**src/verilog/motor_msg_cfg.svh**
```systemverilog
// Constants of the motor message handler
`ifndef MOTOR_MSG_CFG_SVH
`define MOTOR_MSG_CFG_SVH
`define FC_DRIVE        4'h3
`define FC_RSVD_A       4'h4
`define FC_STATE1       4'h5
`define FC_ERRSTATE     4'h6
`define FC_STATE2       4'h7
`define FC_RSVD_B       4'h8
`define FC_CTRL_SET     4'h9
`define FC_FLAG_SET     4'ha
`define FC_PARAM_REQ    4'hb
`define FC_PARAM_REPLY  4'hc
`define NODE_DEFAULT    7'h01
`define WID_NODE        8'h10
`define WID_POWERUP     8'h11
`define PARAM_WRITE     8'h3b
`define PARAM_READ      8'h21
`define PARAM_OK        8'h01
`define PARAM_NG        8'h00
`define LIM_CURRENT     16'd370
`define LIM_SPEED       16'd4000
`define LIM_ACCEL       16'd32767
`define CLK_HZ          100000000
`define TIMEOUT_MS      500
`define TIMEOUT_CYC     (`CLK_HZ / 1000 * `TIMEOUT_MS)
`define TICK_MS         10
`define TICK_CYC        (`CLK_HZ / 1000 * `TICK_MS)
`define ERR_COMM        16'h0001
`define INTERVAL_RST    8'h01
`endif

```
**src/verilog/motor_msg_pkg.sv**
```systemverilog
// Types of the motor message handler
package motor_msg_pkg;
	// One CAN frame, standard identifier
	typedef struct packed {
		logic [10:0]     id;
		logic [3:0]      len;
		logic [7:0][7:0] data;   // data[7] is first byte
	} frame_s;
	// Drive command as applied to the motor
	typedef struct packed {
		logic        run;
		logic        cw;
		logic [15:0] speed;
		logic [15:0] accel;
		logic [15:0] ilim;
	} drive_s;
	// Live measurements from the motor stage
	typedef struct packed {
		logic [15:0] speed;
		logic [15:0] current;
		logic [15:0] torque;
		logic [7:0]  temp1;
		logic [31:0] distance;
		logic [15:0] dc_volt;
		logic [7:0]  temp2;
		logic [15:0] warn;
	} meas_s;
	// Transmit scheduler states, Gray along the cycle
	typedef enum logic [1:0] {
		TX_IDLE = 2'b00,
		TX_S1   = 2'b01,
		TX_ERR  = 2'b11,
		TX_S2   = 2'b10
	} tx_state_e;
endpackage

```
**src/verilog/motor_msg.sv**
```systemverilog
// Application message handler of the motor controller
`timescale 1ns/1ps
`include "motor_msg_cfg.svh"
module motor_msg #(
	parameter int TIMEOUT_CYC = `TIMEOUT_CYC,  // Watchdog length
	parameter int TICK_CYC    = `TICK_CYC      // Report time base
) (
	// Clock and reset
	input  wire logic                  i_clk,
	input  wire logic                  i_rst_n,
	// Received frames
	input  wire logic                  i_rx_valid,
	input  wire motor_msg_pkg::frame_s i_rx_frame,
	// Transmit frames
	input  wire logic                  i_tx_ready,
	output logic                       o_tx_valid,
	output motor_msg_pkg::frame_s      o_tx_frame,
	// Motor side
	input  wire motor_msg_pkg::meas_s  i_meas,
	output motor_msg_pkg::drive_s      o_drive,
	output logic                       o_dist_clear,
	// Status and saved settings
	input  wire logic                  i_powerup_report,
	output logic                       o_comm_error,
	output logic [6:0]                 o_node_identifier,
	output logic                       o_powerup_report
);
	////////////////////////////////////////////////////////////
	// Helpers
	// Clamp a value to an upper limit
	function automatic logic [15:0] clamp(input logic [15:0] v, input logic [15:0] lim);
		return (v > lim) ? lim : v;
	endfunction
	// Identifier from code and node
	function automatic logic [10:0] make_id(input logic [3:0] fc, input logic [6:0] node);
		return {fc, node};  // Same as fc*0x80+node
	endfunction

	////////////////////////////////////////////////////////////
	// State
	motor_msg_pkg::drive_s     drive_q, drive_d;       // Applied command
	logic [6:0]                node_q, node_d;         // Own node id
	logic                      report_q, report_d;     // Reporting enabled
	logic                      pu_q, pu_d;             // Saved power-up report
	logic [7:0]                ivl_q, ivl_d;           // Report interval setting
	logic                      err_q, err_d;           // Communication error
	logic [31:0]               wd_q, wd_d;             // Watchdog counter
	logic [31:0]               tick_q, tick_d;         // 10 ms divider
	logic [7:0]                per_q, per_d;           // Interval counter
	logic                      clr_q, clr_d;           // Distance clear pulse
	logic                      reply_q, reply_d;       // Reply pending
	logic                      rep_q, rep_d;           // Report burst pending
	motor_msg_pkg::frame_s     rframe_q, rframe_d;     // Reply frame
	motor_msg_pkg::tx_state_e  st_q, st_d;             // Transmit sequence
	logic                      txv_q, txv_d;           // Transmit valid
	motor_msg_pkg::frame_s     txf_q, txf_d;           // Transmit frame
	logic                      tick;                   // 10 ms enable
	logic                      due;                    // Report period elapsed
	logic                      mine;                   // Frame for this node
	logic [3:0]                fc;                     // Received code
	logic [7:0][7:0]           rd;                     // Received bytes

	assign fc   = i_rx_frame.id[10:7];
	assign rd   = i_rx_frame.data;
	assign mine = i_rx_valid && (i_rx_frame.id[6:0] == node_q);
	assign tick = (tick_q == 32'(TICK_CYC - 1));
	assign due  = tick && (per_q >= ivl_q);

	////////////////////////////////////////////////////////////
	// Next-state of decoder, watchdog and scheduler
	always_comb begin
		drive_d  = drive_q;
		node_d   = node_q;
		report_d = report_q;
		pu_d     = pu_q;
		ivl_d    = ivl_q;
		err_d    = err_q;
		clr_d    = 1'b0;
		reply_d  = reply_q;
		rep_d    = rep_q;
		rframe_d = rframe_q;
		st_d     = st_q;
		txv_d    = txv_q;
		txf_d    = txf_q;
		// Time base divider
		tick_d = tick ? 32'h0 : tick_q + 32'h1;
		// Interval counter restarts each time the report period elapses
		per_d = per_q;
		if (due) begin
			per_d = 8'h0;
		end else if (tick) begin
			per_d = per_q + 8'h1;
		end
		// Watchdog counts up and holds at TIMEOUT_CYC; a drive command restarts it
		wd_d = (wd_q == 32'(TIMEOUT_CYC)) ? wd_q : wd_q + 32'h1;
		// Frame decode; other codes fall through untouched
		if (mine) begin
			case (fc)
				`FC_DRIVE: begin
					// Big-endian fields
					wd_d        = 32'h0;
					drive_d.run = rd[7][1] && !err_q;
					drive_d.cw  = rd[7][2];
					drive_d.speed = clamp({rd[6], rd[5]}, `LIM_SPEED);
					drive_d.accel = clamp({rd[4], rd[3]}, `LIM_ACCEL);
					drive_d.ilim  = clamp({rd[2], rd[1]}, `LIM_CURRENT);
					if (!rd[7][1]) begin
						err_d = 1'b0;  // A stop command clears the error
					end
				end
				`FC_CTRL_SET: begin
					report_d = rd[6][0];
					ivl_d    = rd[5];
				end
				`FC_FLAG_SET: begin
					clr_d = rd[7][1];
				end
				`FC_PARAM_REQ: begin
					// Reply layout: length, result, id, data
					rframe_d.id   = make_id(`FC_PARAM_REPLY, node_q);
					rframe_d.len  = 4'h8;
					rframe_d.data = rd;
					rframe_d.data[6] = `PARAM_NG;
					reply_d = 1'b1;
					if (rd[6] == `PARAM_WRITE) begin
						rframe_d.data[6] = `PARAM_OK;
						if (rd[5] == `WID_NODE) begin
							node_d = rd[4][6:0];
						end else if (rd[5] == `WID_POWERUP) begin
							pu_d = rd[4][0];
						end else begin
							rframe_d.data[6] = `PARAM_NG;
						end
					end else if (rd[6] == `PARAM_READ) begin
						rframe_d.data[6] = `PARAM_OK;
						rframe_d.data[7] = 8'h01;
						if (rd[5] == `WID_NODE) begin
							rframe_d.data[4] = {1'b0, node_q};
						end else if (rd[5] == `WID_POWERUP) begin
							rframe_d.data[4] = {7'h0, pu_q};
						end else begin
							rframe_d.data[6] = `PARAM_NG;
						end
					end
				end
				default: begin
					// Reserved and unknown codes ignored
				end
			endcase
		end
		// Timeout only when no drive frame lands this cycle, so run never rises with the error
		if (wd_q == 32'(TIMEOUT_CYC - 1) && wd_d != 32'h0) begin
			err_d       = 1'b1;
			drive_d.run = 1'b0;
		end
		// Transmit scheduler
		if (txv_q && i_tx_ready) begin
			txv_d = 1'b0;
		end
		if (!txv_q || i_tx_ready) begin
			case (st_q)
				motor_msg_pkg::TX_IDLE: begin
					if (reply_q) begin
						txv_d   = 1'b1;
						txf_d   = rframe_q;
						reply_d = mine && (fc == `FC_PARAM_REQ);
					end else if (rep_q) begin
						st_d  = motor_msg_pkg::TX_S1;
						rep_d = 1'b0;
					end
				end
				motor_msg_pkg::TX_S1: begin
					txv_d = 1'b1;
					txf_d.id   = make_id(`FC_STATE1, node_q);
					txf_d.len  = 4'h8;
					txf_d.data = {i_meas.speed, i_meas.current, i_meas.torque, i_meas.temp1, 8'h0};
					st_d = motor_msg_pkg::TX_ERR;
				end
				motor_msg_pkg::TX_ERR: begin
					txv_d = 1'b1;
					txf_d.id   = make_id(`FC_ERRSTATE, node_q);
					txf_d.len  = 4'h4;
					txf_d.data = {(err_q ? `ERR_COMM : 16'h0), i_meas.warn, 32'h0};
					st_d = motor_msg_pkg::TX_S2;
				end
				motor_msg_pkg::TX_S2: begin
					txv_d = 1'b1;
					txf_d.id   = make_id(`FC_STATE2, node_q);
					txf_d.len  = 4'h8;
					txf_d.data = {i_meas.distance, i_meas.dc_volt, 8'h0, i_meas.temp2};
					st_d = motor_msg_pkg::TX_IDLE;
				end
				default: begin
					st_d = motor_msg_pkg::TX_IDLE;
				end
			endcase
		end
		// Period elapsed: burst waits until the sender is free; set wins
		if (report_q && due) begin
			rep_d = 1'b1;
		end
	end

	////////////////////////////////////////////////////////////
	// Registers
	always_ff @(posedge i_clk) begin
		if (!i_rst_n) begin
			drive_q  <= '0;
			node_q   <= `NODE_DEFAULT;
			report_q <= i_powerup_report;  // Saved power-up report setting
			pu_q     <= i_powerup_report;
			rep_q    <= 1'b0;
			ivl_q    <= `INTERVAL_RST;
			err_q    <= 1'b0;
			wd_q     <= 32'h0;
			tick_q   <= 32'h0;
			per_q    <= 8'h0;
			clr_q    <= 1'b0;
			reply_q  <= 1'b0;
			rframe_q <= '0;
			st_q     <= motor_msg_pkg::TX_IDLE;
			txv_q    <= 1'b0;
			txf_q    <= '0;
		end else begin
			drive_q  <= drive_d;
			node_q   <= node_d;
			report_q <= report_d;
			pu_q     <= pu_d;
			ivl_q    <= ivl_d;
			err_q    <= err_d;
			wd_q     <= wd_d;
			tick_q   <= tick_d;
			per_q    <= per_d;
			clr_q    <= clr_d;
			reply_q  <= reply_d;
			rframe_q <= rframe_d;
			st_q     <= st_d;
			txv_q    <= txv_d;
			txf_q    <= txf_d;
			rep_q    <= rep_d;
		end
	end

	// Outputs straight from flip-flops
	assign o_tx_valid        = txv_q;
	assign o_tx_frame        = txf_q;
	assign o_drive           = drive_q;
	assign o_dist_clear      = clr_q;
	assign o_comm_error      = err_q;
	assign o_node_identifier = node_q;
	assign o_powerup_report  = pu_q;
endmodule

```
**config.mk**
```make
export PLATFORM = sky130hd
export DESIGN_NAME = motor_msg
export DESIGN_NICKNAME = d
export VERILOG_FILES = /design/src/verilog/motor_msg_pkg.sv /design/src/verilog/motor_msg.sv
export VERILOG_INCLUDE_DIRS = /design/src /design/src/verilog
export SDC_FILE = /design/constraint.sdc
export NUM_CORES = 1
export LEC_CHECK = 0
export ABC_AREA = 0
export BUFFER_PORTS_ARGS = -buffer_cell sky130_fd_sc_hd__clkbuf_2
export CAP_MARGIN = 20
export CORE_ASPECT_RATIO = 1.75
export CORE_MARGIN = 2
export CORE_UTILIZATION = 25
export DETAILED_ROUTE_END_ITERATION = 16
export PLACE_DENSITY = 0.43
export SETUP_SLACK_MARGIN = 0.15
export SYNTH_ARGS = -nofsm -noshare
export SYNTH_HDL_FRONTEND = slang
export SYNTH_SLANG_ARGS = --single-unit
```
**constraint.sdc**
```tcl
create_clock -name i_clk -period 6.3 [get_ports i_clk]
set_input_delay 0.945 -clock i_clk [delete_from_list [all_inputs] [get_ports i_clk]]
set_output_delay 0.945 -clock i_clk [all_outputs]
set_load 0.05 [all_outputs]
```
# [After elaboration in Yosys (flattened, before gate mapping)]
# Index checks and enable logic that the tools add are counted.
[word_totals] regBits=298 latch_bits=0 ram_bits=0 rom_bits=0 elab_cells=150 n_memories=0
[op_classes] addsub=3 multipliers=0 div=0 order_cmp=4 eq_ne=26 n_shift=0 n_mux=47 n_bitwise=1 reduce_logical=31
[ops] cell="$pmux 79 s4" count=1
[ops] cell="$mux 32" count=3
[ops] cell="$mux 79" count=1
[ops] cell="$add 32x1->32 const B" count=2
[ops] cell="$eq 32x26->1 const B" count=2
[ops] cell="$mux 16" count=4
[ops] cell="$mux 8" count=7
[ops] cell="$eq 32x20->1 const B" count=1
[ops] cell="$reduce_bool 32->1" count=1
[ops] cell="$mux 1" count=27
[ops] cell="$eq 8x5->1 const B" count=2
[ops] cell="$eq 8x6->1 const B" count=2
[ops] cell="$gt 16x12->1 const B" count=1
[ops] cell="$gt 16x15->1 const B" count=1
[ops] cell="$gt 16x9->1 const B" count=1
[ops] cell="$ne 2x1->1 const B" count=7
[ops] cell="$eq 4x4->1 const B" count=3
[ops] cell="$reduce_and 3->1" count=4
[ops] cell="$reduce_and 2->1" count=5
[ops] cell="$add 8x1->8 const B" count=1
[ops] cell="$ge 8x8->1" count=1
[ops] cell="$ne 2x2->1 const B" count=4
[ops] cell="$pmux 2 s4" count=1
[ops] cell="$reduce_bool 2->1" count=4
[ops] cell="15 further kinds" count=26

# [Longest topological paths before layout]
[logic_depth] word_depth=8 depth_mapped=9 mapped_depth_nobuf=7

# [Worst setup path after synthesis]
# OpenSTA, ideal clock, no wires.
[synth_path] path_type="input port to flip-flop" startpoint="in i_rx_frame[77] (netlist name)" endpoint="reg pu_q, in the netlist o_powerup_report (enable)" setup_ps=320 t_arrival_ps=2551 required_time_ps=5980 slack_ps=3429 path_stages=6 path_buffers=2 cell_sequence="nand3b_1 -> or4_4 -> or3_1 -> clkbuf_1 -> buf_4 -> o31ai_1"
[synth_between] elab_chain_len=3
[synth_rtl] item="from (decl)" line="motor_msg.sv:13" rtl="input wire motor_msg_pkg::frame_s i_rx_frame,"
[synth_rtl] item="$eq 4x4->1" line="motor_msg.sv:98" rtl="case (fc)"
[synth_rtl] item="$ne 2x1->1 (no source line)"
[synth_rtl] item="$reduce_and 5->1 (no source line)"
[synth_rtl] item="to (signal assigned)" line="motor_msg.sv:211" rtl="pu_q <= i_powerup_report;"
[synth_rtl] item="to (signal assigned)" line="motor_msg.sv:228" rtl="pu_q <= pu_d;"
[synth_rtl] item="to (decl)" line="motor_msg.sv:44" rtl="logic pu_q, pu_d;"
# Every way passes these cells.
# A chain may end at the register's enable or synchronous reset.

# [Worst setup path after layout]
[layout_path] startpoint="reg node_q[6], in the netlist o_node_identifier[6]" endpoint="reg drive_q, in the netlist o_drive[42]"
[layout_between] elab_chain_len=3
[layout_rtl] item="from (decl)" line="motor_msg.sv:42" rtl="logic [6:0] node_q, node_d;"
[layout_rtl] item="from (signal assigned)" line="motor_msg.sv:209" rtl="node_q <= `NODE_DEFAULT;"
[layout_rtl] item="from (signal assigned)" line="motor_msg.sv:226" rtl="node_q <= node_d;"
[layout_rtl] item="$eq 7x7->1" line="motor_msg.sv:65" rtl="assign mine = i_rx_valid && (i_rx_frame.id[6:0] == node_q);"
[layout_rtl] item="$logic_and 1x1->1" line="motor_msg.sv:65"
[layout_rtl] item="$reduce_and 2->1 (no source line)"
[layout_rtl] item="to (signal assigned)" line="motor_msg.sv:225" rtl="drive_q <= drive_d;"
[layout_rtl] item="to (decl)" line="motor_msg.sv:41" rtl="motor_msg_pkg::drive_s drive_q, drive_d;"
# Every way passes these cells.

==> impl_metrics.py <==
metrics = {
    "status": {
        "outcome": "completed",
    },
    "global_route": {
        "first_global_vias": 11700,
        "grt-ovfl-total": 0,
        "groute.usage.overall_pct": 17.2,
        "grt_pass1_wl_mm": 70.6,
        "antenna_found_initial": 4,
        "grt_max_degree": 94,
    },
    "clock_network": {
        "clkTransAtPathRegs_ns": 0.06,
        "htreeDepth": 1,
        "clock_latency_ns": 0.59,
        "cts.sinks": 288,
        "cts_made_buffers": 31,
        "cts_max_path_buffers": 3,
        "post-cts-setup-buffer-count": 0,
        "holdBufCountCts": 0,
        "cts_tree": "yes",
        "cts_resized": 0,
        "cts-root-buf": "clkbuf_16",
    },
    "synth": {
        "synth_top_cell_area_share_pct": 45.6,
        "synth-seq-cells": 288,
        "avgSynthCellArea_um2": 8.11,
        "synth_cell_types": 66,
        "yosys_warnings": 0,
        "synth-main-ff-cell": "dfxtp_1",
        "async_flop_share_pct": 0,
        "yosys.area.top_type": "dfxtp_1",
        "synth_edf_count": 2,
        "syn_area_um2": 12600,
        "synth.area.top_cells": "dfxtp_1 46%, nand2_1 9.3%, a21oi_1 5.2%",
        "ys_seq_area_share_pct": 46.1,
        "syn_inst": 1548,
    },
    "cells_and_area": {
        "final_cell_mix": "345 x clkbuf_2, 310 x nand2_1, 286 x dfxtp_1",
        "drive_gt1_share_pct": 23.8,
        "layout-area-overhead-vs-synth_pct": 27.6,
        "layout_commonest_cell": "clkbuf_2",
        "fin_nets": 2060,
        "design_area_um2": 16000,
        "nFillCells": 5373,
    },
    "drt": {
        "finalWirelength_mm": 46.6,
        "drtIter0Drc": 725,
        "drt_pass1_iterations": 5,
        "ant_nets": 0,
        "drt-vias-per-instance": 4.77,
        "routed-via-count": 12000,
        "routedWlPerCell_um": 18.5,
        "drc": 0,
    },
    "timing": {
        "tightest_slew_ns": 1.12,
        "fmax_mhz": 313,
        "grt_setup_unrepaired": "no",
        "clock_skew_ns": 0.0136,
        "setup_violations": 0,
        "min_period_over_period_pct": 50.7,
        "min_period_ns": 3.19,
        "hold_violations": 0,
        "fin_tns_setup_ns": 0,
        "maxSlewHeadroom_pct": 25.2,
        "slew_viol_final": 0,
    },
    "critical_path": {
        "timing.rr.start": "o_node_identifier[6]",
        "worstSetupPathType": "flip-flop to flip-flop",
        "critPathLaunchType": "flip-flop",
        "path_cells": "xnor2_1 -> nand4_1 -> nor4_4 -> nand2_1 -> o221a_2",
        "crit_buf_inv": 0,
        "crit_required_ns": 6.77,
        "crit_fanout": 14,
        "max_stage_delay_ns": 1.01,
        "r2r_setup_slack_ns": 3.11,
        "arrival_ns": 3.66,
        "cp_top_family": "simple AND/OR/NAND/NOR gates",
        "timing.rr.end": "o_drive[42]",
        "cpMaxStageDelayCell": "nor4_4",
        "rr_worst_depth": 5,
        "cp-end-kind": "flip-flop",
    },
    "floorplan": {
        "floorplan.die.width_um": 173,
        "start_util_pct": 25.3,
        "die-area_um2": 52100,
        "num_rows": 108,
        "die_y_um": 300,
        "core_area_um2": 49600,
        "ioPinCount": 352,
    },
    "placement": {
        "gp_congestion": 0.826,
        "place_hpwl_mm": 33.8,
        "dpl_cell_area_um2": 14800,
        "port_buffers": 345,
    },
    "min_path": {
        "hold_start": "o_tx_frame[47]",
        "hold_path_end": "o_tx_frame[47]",
        "hold_path_class": "flip-flop to flip-flop",
        "min_path_cells": 2,
    },
    "power": {
        "power.density_nw_per_um2": 262,
        "p_leak_nw": 6.09,
        "ir_drop_uv": 180,
    },
    "flow_run": {
        "max_cap_violations": 0,
    },
}
[tightest hold or removal path: stages (launching register included)]
cell and delay [ns]:
dfxtp_1 0.31, nand2_1 0.05, a21oi_1 0.05
[worst max-delay path by stage]
stage / from / depth (start not counted) / slack (ns) / end
after floorplan: i_rx_frame[77] / 6 / 3.43 / o_powerup_report
after global placement: i_rx_frame[70] / 6 / 2.58 / o_drive[43]
after detailed placement: i_rx_frame[70] / 6 / 2.52 / o_drive[40]
after CTS: o_node_identifier[2] / 5 / 2.95 / o_drive[40]
after global routing: o_node_identifier[0] / 5 / 2.86 / o_drive[39]
final: o_node_identifier[6] / 5 / 3.11 / o_drive[42]
[where the power goes]
group          switching, mW  internal (mW)
sequential            0.0164           1.85
clock                  0.782           1.14
combinational          0.291          0.121
[sequential cells by signal, indices dropped and copies added (netlist names)]
register and count:
rframe_q 65, o_node_identifier 7, o_drive 50, o_powerup_report 1, tick_q 32, o_tx_frame 77
report_q 1, ivl_q 8, o_dist_clear 1, st_q 2, wd_q 32, per_q 8
o_comm_error 1, o_tx_valid 1, rep_q 1, reply_q 1
[stage by stage]
stage / instances / total power [mW] / hold slack [ns] / util, % / worst slack [ns]
2_1_floorplan: 1549 / 2.13 / 0.430 / - / 3.43
3_3_place_gp: 2453 / 2.31 / 0.439 / 29.9 / 2.58
3_5_place_dp: 2454 / 2.32 / 0.443 / 29.9 / 2.52
4_1_cts: 2511 / 4.27 / 0.452 / 32.1 / 2.95
5_1_grt: 2519 / 4.37 / 0.459 / 32.3 / 2.86
6_report: 2519 / 4.20 / 0.450 / 32.3 / 3.11
[layout make-up]
type | count | area, um^2 | area share, %
inverter | 19 | 76.3 | 0.477
antenna | 4 | 10.0 | 0.0625
clock buffer | 51 | 951 | 5.94
clock inverter | 6 | 109 | 0.680
tap | 660 | 826 | 5.16
timing repair buffer | 364 | 1960 | 12.2
multi-input combinational | 1127 | 6300 | 39.3
sequential | 288 | 5790 | 36.1
[cells in the mapped netlist (3+ instances only)]
cell,instances
a22oi_1,31
nand4_1,27
inv_1,18
o22ai_1,8
clkbuf_1,96
o21ai_0,59
o21ba_2,5
o221a_2,6
nand2b_1,5
nor3_1,72
o31ai_1,3
a31oi_1,8
or3_1,13
nand2_1,310
xor2_1,31
buf_1,6
a21oi_1,131
nor4_1,22
nor2b_1,11
a221oi_1,16
nor4b_1,5
nand3_1,45
buf_2,8
or4_1,4
and4_1,7
a211oi_1,8
a222oi_1,17
and3_1,28
mux2i_1,22
nor2_1,142
xnor2_1,31
nand3b_1,4
ha_1,17
dfxtp_1,286
buf_4,4
nor3b_1,3
[layer usage]
metal	part of all wire, %	vias up	track usage, %
li1	-	5981	-
met1	41	5663	20.4
met2	52	329	32.2
met3	4.3	49	2.29
met4	2.0	0	4.62
met5	0	-	0
[kinds of logic (layout without fill, tap and decap cells)]
kind of cell / Yosys count / in the layout / synth area share (%)
buf+inv: 134 / 440 / 4.27
other cells: 1 / 6 / 0.0299
compound gates: 310 / 310 / 15.6
xor+xnor: 62 / 62 / 4.33
fa+ha+maj: 17 / 17 / 1.69
mux: 23 / 23 / 1.84
flops: 288 / 288 / 46.1
simple gates: 713 / 713 / 26.1
Note: power is estimated with default switching activity, not from simulation.
